`src/core/rsf_pkg.sv`:
```
// constants and types shared by the raw socket receive filter
package rsf_pkg;
   // register byte offsets
   localparam logic [7:0] OFS_MODE = 8'h00;
   localparam logic [7:0] OFS_MODE2 = 8'h04;
   localparam logic [7:0] OFS_PROTO = 8'h08;
   localparam logic [7:0] OFS_CMD = 8'h0c;
   localparam logic [7:0] OFS_STATE = 8'h10;
   localparam logic [7:0] OFS_EVENT = 8'h14;
   localparam logic [7:0] OFS_NET = 8'h18;
   localparam logic [7:0] OFS_ICMP6 = 8'h1c;
   localparam logic [7:0] OFS_OWN_LO = 8'h20;
   localparam logic [7:0] OFS_OWN_HI = 8'h24;
   localparam logic [7:0] OFS_DST_LO = 8'h28;
   localparam logic [7:0] OFS_DST_HI = 8'h2c;
   // field positions
   localparam int MB_UNI = 4;
   localparam int MB_BRD = 5;
   localparam int MB_SMB = 6;
   localparam int MB_MUL = 7;
   localparam int M2_DEST_HW_MANUAL = 0;
   localparam int M2_FORCE_RESOLVE = 1;
   localparam int NB_UNR4 = 0;
   localparam int NB_UNR6 = 1;
   localparam int EV_RECV = 0;
   localparam int EV_TOUT = 1;
   // mode codes in the low nibble of socket_mode_reg
   localparam logic [3:0] MODE_UDP = 4'h2;
   localparam logic [3:0] MODE_UDP6 = 4'ha;
   localparam logic [3:0] MODE_DUAL_STACK_UDP_MODE = 4'he;
   localparam logic [3:0] MODE_RAW4 = 4'h3;
   localparam logic [3:0] MODE_RAW6 = 4'h9;
   localparam logic [3:0] MODE_MAC = 4'h7;
   // commands and socket states
   localparam logic [7:0] CMD_OPEN = 8'h01;
   localparam logic [7:0] CMD_CLOSE = 8'h10;
   localparam logic [7:0] CMD_SEND = 8'h20;
   localparam logic [7:0] ST_CLOSED = 8'h00;
   localparam logic [7:0] ST_UDP = 8'h22;
   localparam logic [7:0] ST_RAW = 8'h32;
   localparam logic [7:0] ST_MAC = 8'h42;
   // protocol numbers
   localparam logic [7:0] PROTO_TCP = 8'h06;
   localparam logic [7:0] PROTO_UDP = 8'h11;
   localparam logic [7:0] PROTO_ICMP6 = 8'h3a;
   // info header sizes and frame minimum, in bytes
   localparam logic [4:0] HDR_RAW4 = 5'd6;
   localparam logic [4:0] HDR_RAW6 = 5'd18;
   localparam logic [4:0] HDR_MAC = 5'd2;
   localparam logic [10:0] MAC_MIN_FRAME = 11'd60;
   typedef enum logic [1:0] {
      CAST_UNI = 2'b00,
      CAST_BRD = 2'b01,
      CAST_MUL = 2'b10,
      CAST_SOL = 2'b11
   } rsf_cast_t;
   typedef enum logic [2:0] {
      TX_IDLE = 3'b001,
      TX_RES = 3'b010,
      TX_SEND = 3'b100
   } rsf_tx_t;
endpackage

```
`src/core/rsf_raw_socket_rx_filter.sv`:
```
// socket receive filter, raw framing and send control with apb registers
`timescale 1ns/1ps
`default_nettype none
module rsf_raw_socket_rx_filter #(
   parameter int SOCK_ID = 0,
   parameter int FREE_W = 16
) (
   input wire logic sys_clk,
   input wire logic rst,
   input wire logic psel,
   input wire logic penable,
   input wire logic pwrite,
   input wire logic [7:0] paddr,
   input wire logic [31:0] pwdata,
   output logic [31:0] prdata,
   output logic pready,
   output logic pslverr,
   input wire logic rx_valid,
   input wire logic rx_is_udp,
   input wire logic rx_is_v6,
   input wire rsf_pkg::rsf_cast_t rx_cast,
   input wire logic rx_port_open,
   input wire logic rx_for_me,
   input wire logic [7:0] rx_proto,
   input wire logic [47:0] rx_dst_mac,
   input wire logic rx_all_node,
   input wire logic rx_gua,
   input wire logic rx_lla,
   input wire logic [3:0] rx_icmp6_sel,
   input wire logic [10:0] rx_len,
   input wire logic [FREE_W-1:0] rx_free,
   output logic rx_store,
   output logic [4:0] rx_hdr_len,
   output logic [7:0] rx_hdr_b0,
   output logic [7:0] rx_hdr_b1,
   output logic unreach_send,
   output logic [3:0] icmp6_reply_hold,
   input wire logic [10:0] tx_len,
   input wire logic tx_dst_changed,
   input wire logic res_done,
   input wire logic res_timeout,
   input wire logic [47:0] res_mac,
   output logic res_start,
   output logic tx_go,
   output logic [10:0] tx_frame_len,
   output logic [47:0] tx_dst_mac
);
   import rsf_pkg::*;

   if (FREE_W < 12) begin : g_chk
      $error("rx_free too narrow for a full frame");
   end

   logic [7:0] mode_q, mode2_q, proto_q, cmd_q, state_q, net_q, icmp6_q;
   logic [7:0] act_mode_q, act_proto_q;
   logic [1:0] ev_q;
   logic [47:0] own_q, dst_q;
   logic pready_q, resolved_q;
   rsf_tx_t tx_q;

   // apb decode; one wait state so read data comes from a flop
   logic acc, wr_en, rd_en, mapped;
   assign acc = psel & penable;
   assign wr_en = acc & pready_q & pwrite;
   assign rd_en = acc & ~pready_q & ~pwrite;
   assign mapped = (paddr[1:0] == 2'b00) && (paddr <= OFS_DST_HI);

   always_ff @(posedge sys_clk or posedge rst) begin
      if (rst) begin
         pready_q <= 1'b0;
      end else begin
         pready_q <= acc & ~pready_q;
      end
   end
   assign pready = pready_q;

   // read mux and error answer, latched in the wait cycle
   always_ff @(posedge sys_clk or posedge rst) begin
      if (rst) begin
         prdata <= 32'h0000_0000;
         pslverr <= 1'b0;
      end else begin
         pslverr <= acc & ~pready_q & ~mapped;
         if (rd_en) begin
            unique case (paddr)
               OFS_MODE: prdata <= {24'h000000, mode_q};
               OFS_MODE2: prdata <= {24'h000000, mode2_q};
               OFS_PROTO: prdata <= {24'h000000, proto_q};
               OFS_CMD: prdata <= {24'h000000, cmd_q};
               OFS_STATE: prdata <= {24'h000000, state_q};
               OFS_EVENT: prdata <= {30'h00000000, ev_q};
               OFS_NET: prdata <= {24'h000000, net_q};
               OFS_ICMP6: prdata <= {28'h0000000, icmp6_q[3:0]};
               OFS_OWN_LO: prdata <= own_q[31:0];
               OFS_OWN_HI: prdata <= {16'h0000, own_q[47:32]};
               OFS_DST_LO: prdata <= dst_q[31:0];
               OFS_DST_HI: prdata <= {16'h0000, dst_q[47:32]};
               default: prdata <= 32'h0000_0000;
            endcase
         end
      end
   end

   // plain configuration registers
   always_ff @(posedge sys_clk or posedge rst) begin
      if (rst) begin
         mode_q <= 8'h00;
         mode2_q <= 8'h00;
         proto_q <= 8'h00;
         net_q <= 8'h00;
         icmp6_q <= 8'h00;
         own_q <= 48'h0000_0000_0000;
         dst_q <= 48'h0000_0000_0000;
      end else if (wr_en) begin
         unique case (paddr)
            OFS_MODE: mode_q <= pwdata[7:0];
            OFS_MODE2: mode2_q <= pwdata[7:0];
            OFS_PROTO: proto_q <= pwdata[7:0];
            OFS_NET: net_q <= pwdata[7:0];
            OFS_ICMP6: icmp6_q <= {4'h0, pwdata[3:0]};
            OFS_OWN_LO: own_q[31:0] <= pwdata;
            OFS_OWN_HI: own_q[47:32] <= pwdata[15:0];
            OFS_DST_LO: dst_q[31:0] <= pwdata;
            OFS_DST_HI: dst_q[47:32] <= pwdata[15:0];
            default: ;
         endcase
      end
   end

   // open is legal only for known modes and allowed protocol / socket
   logic [3:0] nib;
   logic raw_req, open_ok;
   assign nib = mode_q[3:0];
   assign raw_req = (nib == MODE_RAW4) || (nib == MODE_RAW6);
   always_comb begin
      open_ok = 1'b0;
      if (nib == MODE_UDP || nib == MODE_UDP6 || nib == MODE_DUAL_STACK_UDP_MODE) begin
         open_ok = 1'b1;
      end else if (raw_req) begin
         open_ok = (proto_q != PROTO_TCP) && (proto_q != PROTO_UDP);
      end else if (nib == MODE_MAC) begin
         open_ok = (SOCK_ID == 0);
      end
   end

   // command register: host writes, hardware clears it the next cycle
   always_ff @(posedge sys_clk or posedge rst) begin
      if (rst) begin
         cmd_q <= 8'h00;
      end else if (wr_en && paddr == OFS_CMD) begin
         cmd_q <= pwdata[7:0];
      end else begin
         cmd_q <= 8'h00;
      end
   end

   // socket state and the mode latched at open
   always_ff @(posedge sys_clk or posedge rst) begin
      if (rst) begin
         state_q <= ST_CLOSED;
         act_mode_q <= 8'h00;
         act_proto_q <= 8'h00;
      end else if (cmd_q == CMD_CLOSE) begin
         state_q <= ST_CLOSED;
      end else if (cmd_q == CMD_OPEN && state_q == ST_CLOSED && open_ok) begin
         act_mode_q <= mode_q;
         act_proto_q <= proto_q;
         state_q <= raw_req ? ST_RAW : (nib == MODE_MAC ? ST_MAC : ST_UDP);
      end
   end

   // receive filter
   logic [3:0] am;
   logic udp_m, v6_udp, is_mul, keep, fits, unr_d;
   logic [4:0] hlen_d;
   logic [7:0] b0_d;
   logic [FREE_W-1:0] need;
   assign am = act_mode_q[3:0];
   assign udp_m = (state_q == ST_UDP);
   assign v6_udp = udp_m && (am == MODE_UDP6 || am == MODE_DUAL_STACK_UDP_MODE);
   assign is_mul = (rx_cast == CAST_MUL) || (rx_cast == CAST_SOL);
   always_comb begin
      keep = 1'b0;
      hlen_d = 5'd0;
      b0_d = {5'b00000, rx_len[10:8]};
      if (udp_m && rx_is_udp && rx_for_me) begin
         unique case (rx_cast)
            CAST_UNI: keep = ~act_mode_q[MB_MUL] | ~act_mode_q[MB_UNI];
            CAST_BRD: keep = ~act_mode_q[MB_BRD];
            CAST_MUL: keep = act_mode_q[MB_MUL];
            CAST_SOL: keep = act_mode_q[MB_MUL] & ~(v6_udp & act_mode_q[MB_SMB]);
         endcase
      end else if (state_q == ST_RAW && !rx_is_udp && rx_proto == act_proto_q) begin
         if (am == MODE_RAW4 && !rx_is_v6) begin
            keep = 1'b1;
            hlen_d = HDR_RAW4;
         end else if (am == MODE_RAW6 && rx_is_v6) begin
            keep = !(act_proto_q == PROTO_ICMP6 && |(rx_icmp6_sel & icmp6_q[3:0]));
            hlen_d = HDR_RAW6;
            b0_d = {1'b1, rx_all_node, is_mul, rx_gua, rx_lla, rx_len[10:8]};
         end
      end else if (state_q == ST_MAC) begin
         keep = ~act_mode_q[MB_MUL] | (rx_cast != CAST_UNI) | (rx_dst_mac == own_q);
         hlen_d = HDR_MAC;
      end
   end
   assign need = FREE_W'(rx_len) + FREE_W'(hlen_d);
   assign fits = (need <= rx_free);
   // unreachable replies come from socket zero's copy only
   assign unr_d = (SOCK_ID == 0) && rx_valid && rx_is_udp && !rx_port_open
                  && !(rx_is_v6 ? net_q[NB_UNR6] : net_q[NB_UNR4]);

   // registered receive outputs
   always_ff @(posedge sys_clk or posedge rst) begin
      if (rst) begin
         rx_store <= 1'b0;
         rx_hdr_len <= 5'd0;
         rx_hdr_b0 <= 8'h00;
         rx_hdr_b1 <= 8'h00;
         unreach_send <= 1'b0;
         icmp6_reply_hold <= 4'h0;
      end else begin
         rx_store <= rx_valid & keep & fits;
         rx_hdr_len <= hlen_d;
         rx_hdr_b0 <= b0_d;
         rx_hdr_b1 <= rx_len[7:0];
         unreach_send <= unr_d;
         icmp6_reply_hold <= (state_q == ST_RAW && am == MODE_RAW6 && act_proto_q == PROTO_ICMP6)
                             ? icmp6_q[3:0] : 4'h0;
      end
   end

   // event flags: hardware set wins over a write-one clear
   always_ff @(posedge sys_clk or posedge rst) begin
      if (rst) begin
         ev_q <= 2'b00;
      end else begin
         ev_q[EV_RECV] <= (rx_valid & keep & fits)
                          | (ev_q[EV_RECV] & ~(wr_en && paddr == OFS_EVENT && pwdata[EV_RECV]));
         ev_q[EV_TOUT] <= (tx_q == TX_RES && !res_done && res_timeout)
                          | (ev_q[EV_TOUT] & ~(wr_en && paddr == OFS_EVENT && pwdata[EV_TOUT]));
      end
   end

   // send sequencer; a send while busy is cleared and ignored
   logic send_cmd, need_res;
   assign send_cmd = (cmd_q == CMD_SEND) && (state_q == ST_RAW || state_q == ST_MAC);
   assign need_res = (state_q == ST_RAW) && !mode2_q[M2_DEST_HW_MANUAL]
                     && (mode2_q[M2_FORCE_RESOLVE] || !resolved_q || tx_dst_changed);
   always_ff @(posedge sys_clk or posedge rst) begin
      if (rst) begin
         tx_q <= TX_IDLE;
         resolved_q <= 1'b0;
         res_start <= 1'b0;
      end else begin
         res_start <= 1'b0;
         if (cmd_q == CMD_OPEN) begin
            resolved_q <= 1'b0;
         end
         unique case (tx_q)
            TX_IDLE: begin
               if (send_cmd && need_res) begin
                  res_start <= 1'b1;
                  tx_q <= TX_RES;
               end else if (send_cmd) begin
                  tx_q <= TX_SEND;
               end
            end
            TX_RES: begin
               if (res_done) begin
                  resolved_q <= 1'b1;
                  tx_q <= TX_SEND;
               end else if (res_timeout) begin
                  tx_q <= TX_IDLE;
               end
            end
            TX_SEND: tx_q <= TX_IDLE;
         endcase
      end
   end

   // resolver address only stands with res_done, so later sends use this copy
   logic [47:0] learned_q;
   always_ff @(posedge sys_clk or posedge rst) begin
      if (rst) begin
         learned_q <= 48'h0000_0000_0000;
      end else if (tx_q == TX_RES && res_done) begin
         learned_q <= res_mac;
      end
   end

   // frame launch; the mac address is fixed when the frame goes
   logic [47:0] mac_sel;
   assign mac_sel = mode2_q[M2_DEST_HW_MANUAL] ? dst_q : learned_q;
   always_ff @(posedge sys_clk or posedge rst) begin
      if (rst) begin
         tx_go <= 1'b0;
         tx_frame_len <= 11'd0;
         tx_dst_mac <= 48'h0000_0000_0000;
      end else begin
         tx_go <= (tx_q == TX_SEND);
         if (tx_q == TX_SEND) begin
            tx_dst_mac <= mac_sel;
            tx_frame_len <= (state_q == ST_MAC && tx_len < MAC_MIN_FRAME) ? MAC_MIN_FRAME : tx_len;
         end
      end
   end

   cmd_clear_a: assert property (@(posedge sys_clk) disable iff (rst)
      cmd_q != 8'h00 && !(wr_en && paddr == OFS_CMD) |=> cmd_q == 8'h00)
      else $error("command not cleared");
   mac_socket_a: assert property (@(posedge sys_clk) disable iff (rst)
      SOCK_ID != 0 |-> state_q != ST_MAC)
      else $error("raw mac open on nonzero socket");
   raw_proto_a: assert property (@(posedge sys_clk) disable iff (rst)
      state_q == ST_RAW |-> act_proto_q != PROTO_TCP && act_proto_q != PROTO_UDP)
      else $error("raw socket on tcp or udp");
   udp_mcast_a: assert property (@(posedge sys_clk) disable iff (rst)
      rx_valid && udp_m && !act_mode_q[MB_MUL] && rx_cast == CAST_MUL |=> !rx_store)
      else $error("multicast stored in plain udp");
   bcast_block_a: assert property (@(posedge sys_clk) disable iff (rst)
      rx_valid && udp_m && act_mode_q[MB_BRD] && rx_cast == CAST_BRD |=> !rx_store && !$rose(ev_q[EV_RECV]))
      else $error("broadcast not blocked");
   sol_block_a: assert property (@(posedge sys_clk) disable iff (rst)
      rx_valid && v6_udp && act_mode_q[MB_SMB] && rx_cast == CAST_SOL |=> !rx_store)
      else $error("solicited multicast not blocked");
   unreach_blk_a: assert property (@(posedge sys_clk) disable iff (rst)
      rx_valid && rx_is_udp && !rx_is_v6 && net_q[NB_UNR4] |=> !unreach_send)
      else $error("unreachable not suppressed");
   fit_drop_a: assert property (@(posedge sys_clk) disable iff (rst)
      rx_valid && !fits |=> !rx_store)
      else $error("oversize packet stored");
   res_tout_a: assert property (@(posedge sys_clk) disable iff (rst)
      tx_q == TX_RES && !res_done && res_timeout && state_q == ST_RAW && cmd_q != CMD_CLOSE
      |=> ev_q[EV_TOUT] && tx_q == TX_IDLE && state_q == ST_RAW ##1 !tx_go)
      else $error("timeout not handled");
   manual_mac_a: assert property (@(posedge sys_clk) disable iff (rst)
      tx_q == TX_IDLE && send_cmd && mode2_q[M2_DEST_HW_MANUAL] |=> !res_start ##1 tx_go && tx_dst_mac == $past(dst_q))
      else $error("manual address not used");
   pad_frame_a: assert property (@(posedge sys_clk) disable iff (rst)
      tx_go && state_q == ST_MAC |-> tx_frame_len >= MAC_MIN_FRAME)
      else $error("short mac frame not padded");
   icmp6_drop_a: assert property (@(posedge sys_clk) disable iff (rst)
      rx_valid && state_q == ST_RAW && am == MODE_RAW6 && act_proto_q == PROTO_ICMP6
      && (rx_icmp6_sel & icmp6_q[3:0]) != 4'h0 |=> !rx_store)
      else $error("withheld icmpv6 packet stored");
   mac_filter_a: assert property (@(posedge sys_clk) disable iff (rst)
      rx_valid && state_q == ST_MAC && act_mode_q[MB_MUL] && rx_cast == CAST_UNI && rx_dst_mac != own_q
      |=> !rx_store)
      else $error("foreign unicast frame stored");
   raw4_header_a: assert property (@(posedge sys_clk) disable iff (rst)
      rx_valid && state_q == ST_RAW && am == MODE_RAW4 && !rx_is_v6 && !rx_is_udp && rx_proto == act_proto_q
      |=> rx_hdr_len == HDR_RAW4)
      else $error("raw ipv4 header size wrong");
   unreach_send_a: assert property (@(posedge sys_clk) disable iff (rst)
      SOCK_ID == 0 && rx_valid && rx_is_udp && !rx_port_open && !rx_is_v6 && !net_q[NB_UNR4] |=> unreach_send)
      else $error("port unreachable not sent");
endmodule // rsf_raw_socket_rx_filter
`default_nettype wire

```
`config.mk`:
```
export PLATFORM = sky130hd
export DESIGN_NAME = rsf_raw_socket_rx_filter
export DESIGN_NICKNAME = d
export VERILOG_FILES = /design/src/core/rsf_pkg.sv /design/src/core/rsf_raw_socket_rx_filter.sv
export SDC_FILE = /design/constraint.sdc
export NUM_CORES = 1
export LEC_CHECK = 0
export BUFFER_PORTS_ARGS = -buffer_cell sky130_fd_sc_hd__buf_4
export CORE_UTILIZATION = 59
export CTS_CLUSTER_DIAMETER = 100
export CTS_CLUSTER_SIZE = 16
export DETAILED_ROUTE_END_ITERATION = 12
export PLACE_DENSITY = 0.85
export SETUP_SLACK_MARGIN = 0.2
export SLEW_MARGIN = 30
export SYNTH_ARGS = -nofsm -noshare
export SYNTH_HDL_FRONTEND = slang
export SYNTH_SLANG_ARGS = --single-unit
```
`constraint.sdc`:
```
create_clock -name sys_clk -period 22.2 [get_ports sys_clk]
set_clock_uncertainty 0.1 [all_clocks]
set_input_delay 4.44 -clock sys_clk [delete_from_list [all_inputs] [get_ports sys_clk]]
set_output_delay 4.44 -clock sys_clk [all_outputs]
set_load 0.01 [all_outputs]
```
# == After elaboration in Yosys (flattened, before gate mapping) ==
# Index checks and enable logic that the tools add are counted.
# totals
regBits,340
out_inout_bits,122
word_cells,203
# op_classes
add_sub_neg,1
order_cmp,3
eq_ne,40
mux,38
n_bitwise,28
reduce_logical,63
# op_table
cell,count
one-hot mux 32 bit (12 select lines),1
== test 8 x 6 -> 1 bit (second input constant),8
two-way mux 8 bit,7
== test 48 bit,1
two-way mux 48 bit,1
== test 8 x 5 -> 1 bit (second input constant),5
logical AND 1 bit,29
== test 4 bit (second input constant),6
AND reduction 2 bit,11
two-way mux 5 bit,4
== test 8 x 4 -> 1 bit (second input constant),2
less-or-equal comparator 12 x 16 -> 1 bit,1
zero test 8 bit,2
two-way mux 1 bit,14
two-way mux 7 bit,2
adder 11 x 5 -> 12 bit,1
AND 1 bit,12
== test 4 x 2 -> 1 bit (second input constant),3
two-way mux 3 bit,4
< comparator 11 x 6 -> 1 bit (second input constant),1
two-way mux 11 bit,1
inverter 1 bit,10
one-hot mux 3 bit (3 select lines),1
== test 8 x 1 -> 1 bit (second input constant),1
other kinds (23),45

# == Longest topological paths before layout ==
# logic_depth
ltp_word,11
mapped_depth,19
ltp_nobuf,19

# == Worst setup path after synthesis ==
# No wires, ideal clock.
# synth_path
path_kind,input-to-reg
from,in rx_is_v6
to,reg ev_q[0]
setup_ps,69
arrival_time_ps,7709
setup_slack_ps,14322
stages,18
n_path_buf,0
path_cell_list,or3b_2 > a21o_1 > o21ai_0 > ha_1 > inv_1 > fa_1 > inv_1 > a31oi_1 > or2_2 > nor2_1 > xor2_1 > ha_1 > a21oi_1 > o21a_1 > o211ai_1 > o21ai_0 > o2111ai_1 > nand3_1
# synth_between
elab_chain_len,9
word_cells_on_any_way,16
cone_classes,1 x add/sub; 1 x order compare; 8 x mux; 3 x bitwise; 3 x reduce/logical
# synth_rtl
item,line,text
from (decl),rsf_raw_socket_rx_filter.sv:20,"input wire logic rx_is_v6,"
logical AND 1 bit or zero test 1 bit (tied branches),"rsf_raw_socket_rx_filter.sv:197, rsf_raw_socket_rx_filter.sv:194",
two-way mux 5 bit or logical AND 1 bit (tied branches),"rsf_raw_socket_rx_filter.sv:197, rsf_raw_socket_rx_filter.sv:194",
two-way mux 5 bit *,rsf_raw_socket_rx_filter.sv:194,if (am == MODE_RAW4 && !rx_is_v6) begin
two-way mux 5 bit *,rsf_raw_socket_rx_filter.sv:193,end else if (state_q == ST_RAW && !rx_is_udp && rx_proto == act_proto_q) begin
two-way mux 5 bit *,rsf_raw_socket_rx_filter.sv:186,if (udp_m && rx_is_udp && rx_for_me) begin
named net hlen_d[1],rsf_raw_socket_rx_filter.sv:175,logic [4:0] hlen_d;
adder 11 x 5 -> 12 bit *,rsf_raw_socket_rx_filter.sv:207,assign need = FREE_W'(rx_len) + FREE_W'(hlen_d);
less-or-equal comparator 12 x 16 -> 1 bit *,rsf_raw_socket_rx_filter.sv:208,assign fits = (need <= rx_free);
AND 1 bit *,rsf_raw_socket_rx_filter.sv:238,ev_q[EV_RECV] <= (rx_valid & keep & fits)
OR 1 bit *,rsf_raw_socket_rx_filter.sv:239,| (ev_q[EV_RECV] & ~(wr_en && paddr == OFS_EVENT && pwdata[EV_RECV]));
"to (signal, indexed assignment)",rsf_raw_socket_rx_filter.sv:238,
"to (signal, indexed assignment)",rsf_raw_socket_rx_filter.sv:240,ev_q[EV_TOUT] <= (tx_q == TX_RES && !res_done && res_timeout)
to (decl),rsf_raw_socket_rx_filter.sv:56,logic [1:0] ev_q;
# The timed path passes the listed nets; every way through them passes the cells marked *.
# A chain may end at the register's enable or synchronous reset.

# == Worst setup path after layout ==
# layout_path
from,in rx_proto[6]
to,reg ev_q[0]
# layout_between
elab_chain_len,8
word_cells_on_any_way,11
cone_classes,1 x add/sub; 1 x order compare; 1 x eq/ne; 4 x mux; 3 x bitwise; 1 x reduce/logical
# layout_rtl
item,line,text
from (decl),rsf_raw_socket_rx_filter.sv:24,"input wire logic [7:0] rx_proto,"
== test 8 bit,rsf_raw_socket_rx_filter.sv:193,
logical AND 1 bit,rsf_raw_socket_rx_filter.sv:193,
two-way mux 5 bit,rsf_raw_socket_rx_filter.sv:193,
two-way mux 5 bit,rsf_raw_socket_rx_filter.sv:186,
named net hlen_d[1],rsf_raw_socket_rx_filter.sv:175,
adder 11 x 5 -> 12 bit,rsf_raw_socket_rx_filter.sv:207,
less-or-equal comparator 12 x 16 -> 1 bit,rsf_raw_socket_rx_filter.sv:208,
AND 1 bit,rsf_raw_socket_rx_filter.sv:238,
OR 1 bit,rsf_raw_socket_rx_filter.sv:239,
# The timed path passes the listed nets, and every way through them passes these cells.

==> results.sh <==
export IMPL_p_seq_frac=0.561
export IMPL_synthArstFlopShare=1.00
export IMPL_crit_path_start_kind="input pin"
export IMPL_start_util=0.602
export IMPL_leakagePower_nw=9.39
export IMPL_ctsHoldBuffers=0
export IMPL_num_rows=58
export IMPL_cts_buffers=24
export IMPL_wire_per_inst_um=21.1
export IMPL_syn_area_per_cell_um2=11.5
export IMPL_hp_class="flip-flop to flip-flop"
export IMPL_area_growth_pct=21.4
export IMPL_antenna_found_initial=0
export IMPL_clock_latency_ps=530
export IMPL_max_slew_margin=0.316
export IMPL_synth_edf_count=0
export IMPL_clk_path_buf_depth=3
export IMPL_diodes=0
export IMPL_seq_area_frac_synth=0.549
export IMPL_grt_setup_unrepaired="no"
export IMPL_combPwrFrac=0.064
export IMPL_cp_max_fo=5
export IMPL_netlist_area_um2=15200
export IMPL_yosys_warnings=0
export IMPL_dr_pass1_iters=7
export IMPL_worst_ep_required_time_ps=22560
export IMPL_io_buffers=323
export IMPL_grt_overflow_total=0
export IMPL_ys_ff_latch=333
export IMPL_chipHeight_um=162
export IMPL_finalPower_mw=1.09
export IMPL_dr_total_vias=11400
export IMPL_post_cts_buffers=0
export IMPL_status="complete, no violations"
export IMPL_placedCellCount=1914
export IMPL_switching_share=0.222
export IMPL_fin_cells=1949
export IMPL_hold_ws_ps=375
export IMPL_first_iter_violations=990
export IMPL_dieArea_um2=26400
export IMPL_cts_sinks=333
export IMPL_cts_htree_levels=1
export IMPL_maxCapViolations=0
export IMPL_syn_inst=1318
export IMPL_fin_crit_ps=8280
export IMPL_cp_end_kind="flip-flop"
export IMPL_worstMarginPinSlew_ps=1020
export IMPL_finalMaxSlewViolations=0
export IMPL_power_per_cell_area_nw_per_um2=59.1
export IMPL_grt_usage=0.313
export IMPL_grt_max_degree=104
export IMPL_drtAntennaViolNets=0
export IMPL_path_class="input pin to flip-flop"
export IMPL_clkTransAtPathRegs_ps=70
export IMPL_grt_pass1_vias=11500
export IMPL_vdd_drop_max_uv=50.2
export IMPL_setup_viol=0
export IMPL_p_switching_mw=0.241
export IMPL_period_share=0.373
export IMPL_hold_violations=0
export IMPL_boundaryPins=326
export IMPL_fin_nets=1830
export IMPL_cts_root_buffer_cell="clkbuf_16"
export IMPL_yosysUniqueCellTypes=68
export IMPL_grt_pass1_wl_um=63200
export IMPL_cts_tree="yes"
export IMPL_ctsResizeCount=0
export IMPL_fin_setup_tns_ps=0
export IMPL_coreArea_um2=25200
export IMPL_clock_power_share=0.375
export IMPL_place_congestion=0.906
export IMPL_arrival_ps=8640
export IMPL_synth_flop_cell="dfrtp_1"
export IMPL_fmax_ghz=0.121
export IMPL_via_per_inst=5.86
export IMPL_hpwl_um=29500
export IMPL_drive_gt1_frac=0.257
export IMPL_fp_dieW_um=162
export IMPL_routed_wl_um=41200
export IMPL_p_int_mw=0.847
export IMPL_drc=0
==> flip-flops by register name, summed over array words and instances (netlist names), 2 cells and up <==
name / cells
rx_hdr_len: 3
icmp6_reply_hold: 4
state_q: 4
prdata: 32
tx_frame_len: 11
tx_dst_mac: 48
act_mode_q: 8
dst_q: 48
rx_hdr_b0: 7
rx_hdr_b1: 8
proto_q: 8
mode2_q: 8
act_proto_q: 8
learned_q: 48
ev_q: 2
tx_q: 3
mode_q: 8
cmd_q: 8
icmp6_q: 4
own_q: 48
net_q: 8
==> worst max-delay path, cell delays in order <==
cell	delay, ps
buf_4	110
xor2_1	150
nor4_1	320
nand3_1	240
o21ai_0	420
ha_1	260
inv_1	60
fa_1	400
inv_1	70
a31oi_1	120
or2_2	360
nor2_1	180
xor2_1	210
ha_1	280
a21oi_1	160
o21a_1	160
o211ai_1	80
o21ai_0	320
o2111ai_1	200
nand3_1	110
==> power groups by stage <==
stage | Sequential (mW) | Clock, mW | Combinational [mW]
2_1_floorplan | 0.623 | 0 | 0.0250
3_3_place_gp | 0.622 | 0 | 0.0683
3_5_place_dp | 0.622 | 0 | 0.0699
4_1_cts | 0.610 | 0.414 | 0.0700
5_1_grt | 0.610 | 0.437 | 0.0761
6_report | 0.610 | 0.409 | 0.0695
==> placed cells by master (no fill, tap or decap), drive strengths merged, types with 8 or more instances in the layout <==
master	synthesis	final
nor3	8	8
o21ai	37	37
nor4	11	11
clkbuf	38	34
mux2	149	149
and2	8	8
a21o	13	13
xnor2	55	55
and3	14	14
a22o	8	8
nand4	22	22
ha	15	15
mux2i	49	49
dfrtp	332	332
a21oi	66	66
buf	29	332
nor2	78	78
inv	25	25
xor2	11	11
nand2	214	214
a22oi	64	64
==> synthesized netlist by cell type, drive strengths merged, types with 13 or more instances <==
| cell type | count | area [um2] |
|---|---|---|
| a21o | 13 | 97.6 |
| a21oi | 66 | 330 |
| a22oi | 64 | 480 |
| and3 | 14 | 87.6 |
| buf | 29 | 221 |
| clkbuf | 38 | 143 |
| dfrtp | 332 | 8310 |
| ha | 15 | 188 |
| inv | 25 | 93.8 |
| mux2 | 149 | 1750 |
| mux2i | 49 | 490 |
| nand2 | 214 | 833 |
| nand4 | 22 | 138 |
| nor2 | 78 | 403 |
| o21ai | 37 | 185 |
| xnor2 | 55 | 482 |
==> per-stage QoR <==
step / utilization / area (um2) / worst slack (ps)
after floorplan: - / 15200 / 8440
after global placement: 0.704 / 17700 / 13790
after detailed placement: 0.704 / 17700 / 13430
after CTS: 0.731 / 18400 / 13950
after global routing: 0.731 / 18400 / 13570
final: 0.731 / 18400 / 13920
==> per-layer routing <==
| layer | routed length [um] | up-vias | track usage |
|---|---|---|---|
| met5 | 0 | - | 0 |
| met4 | 1410 | 0 | 0.106 |
| met3 | 3640 | 84 | 0.0721 |
| met2 | 20000 | 489 | 0.515 |
| met1 | 16200 | 5664 | 0.411 |
| li1 | - | 5193 | - |
==> path summary, 6_finish.rpt <==
check | startpoint | to | slack [ps] | cells past startpoint
min | learned_q[45] | learned_q[45] | 380 | 2
min reg2reg | learned_q[45] | learned_q[45] | 380 | 2
max reg2reg | state_q[6] | ev_q[0] | 17350 | 19
max in group asynchronous | rst | proto_q[0] | 16230 | 4
min in group asynchronous | rst | learned_q[43] | 3880 | 2
max | rx_proto[6] | ev_q[0] | 13920 | 20
==> logic make-up (layout without fill, tap and decap cells) <==
family / Yosys count / count (layout) / share of synthesized area
AO/OA/AOI/OAI: 211 / 211 / 0.0889
XOR/XNOR: 66 / 66 / 0.0381
adder cells (fa/ha/maj): 16 / 16 / 0.0137
buffers and inverters: 92 / 392 / 0.0302
flip-flops: 333 / 333 / 0.549
multiplexers: 198 / 198 / 0.148
other: 1 / 2 / 0.000247
AND/OR/NAND/NOR: 401 / 401 / 0.131
==> final cells by class <==
class	instances	area (um2)
Timing Repair Buffer	332	2500
Tap cell	330	413
Clock inverter	1	5.00
Multi-Input combinational cell	894	6390
Fill cell	1757	6770
Inverter	25	101
Clock buffer	34	659
Sequential cell	333	8340
No activity file was read; power rests on OpenSTA's default activity.
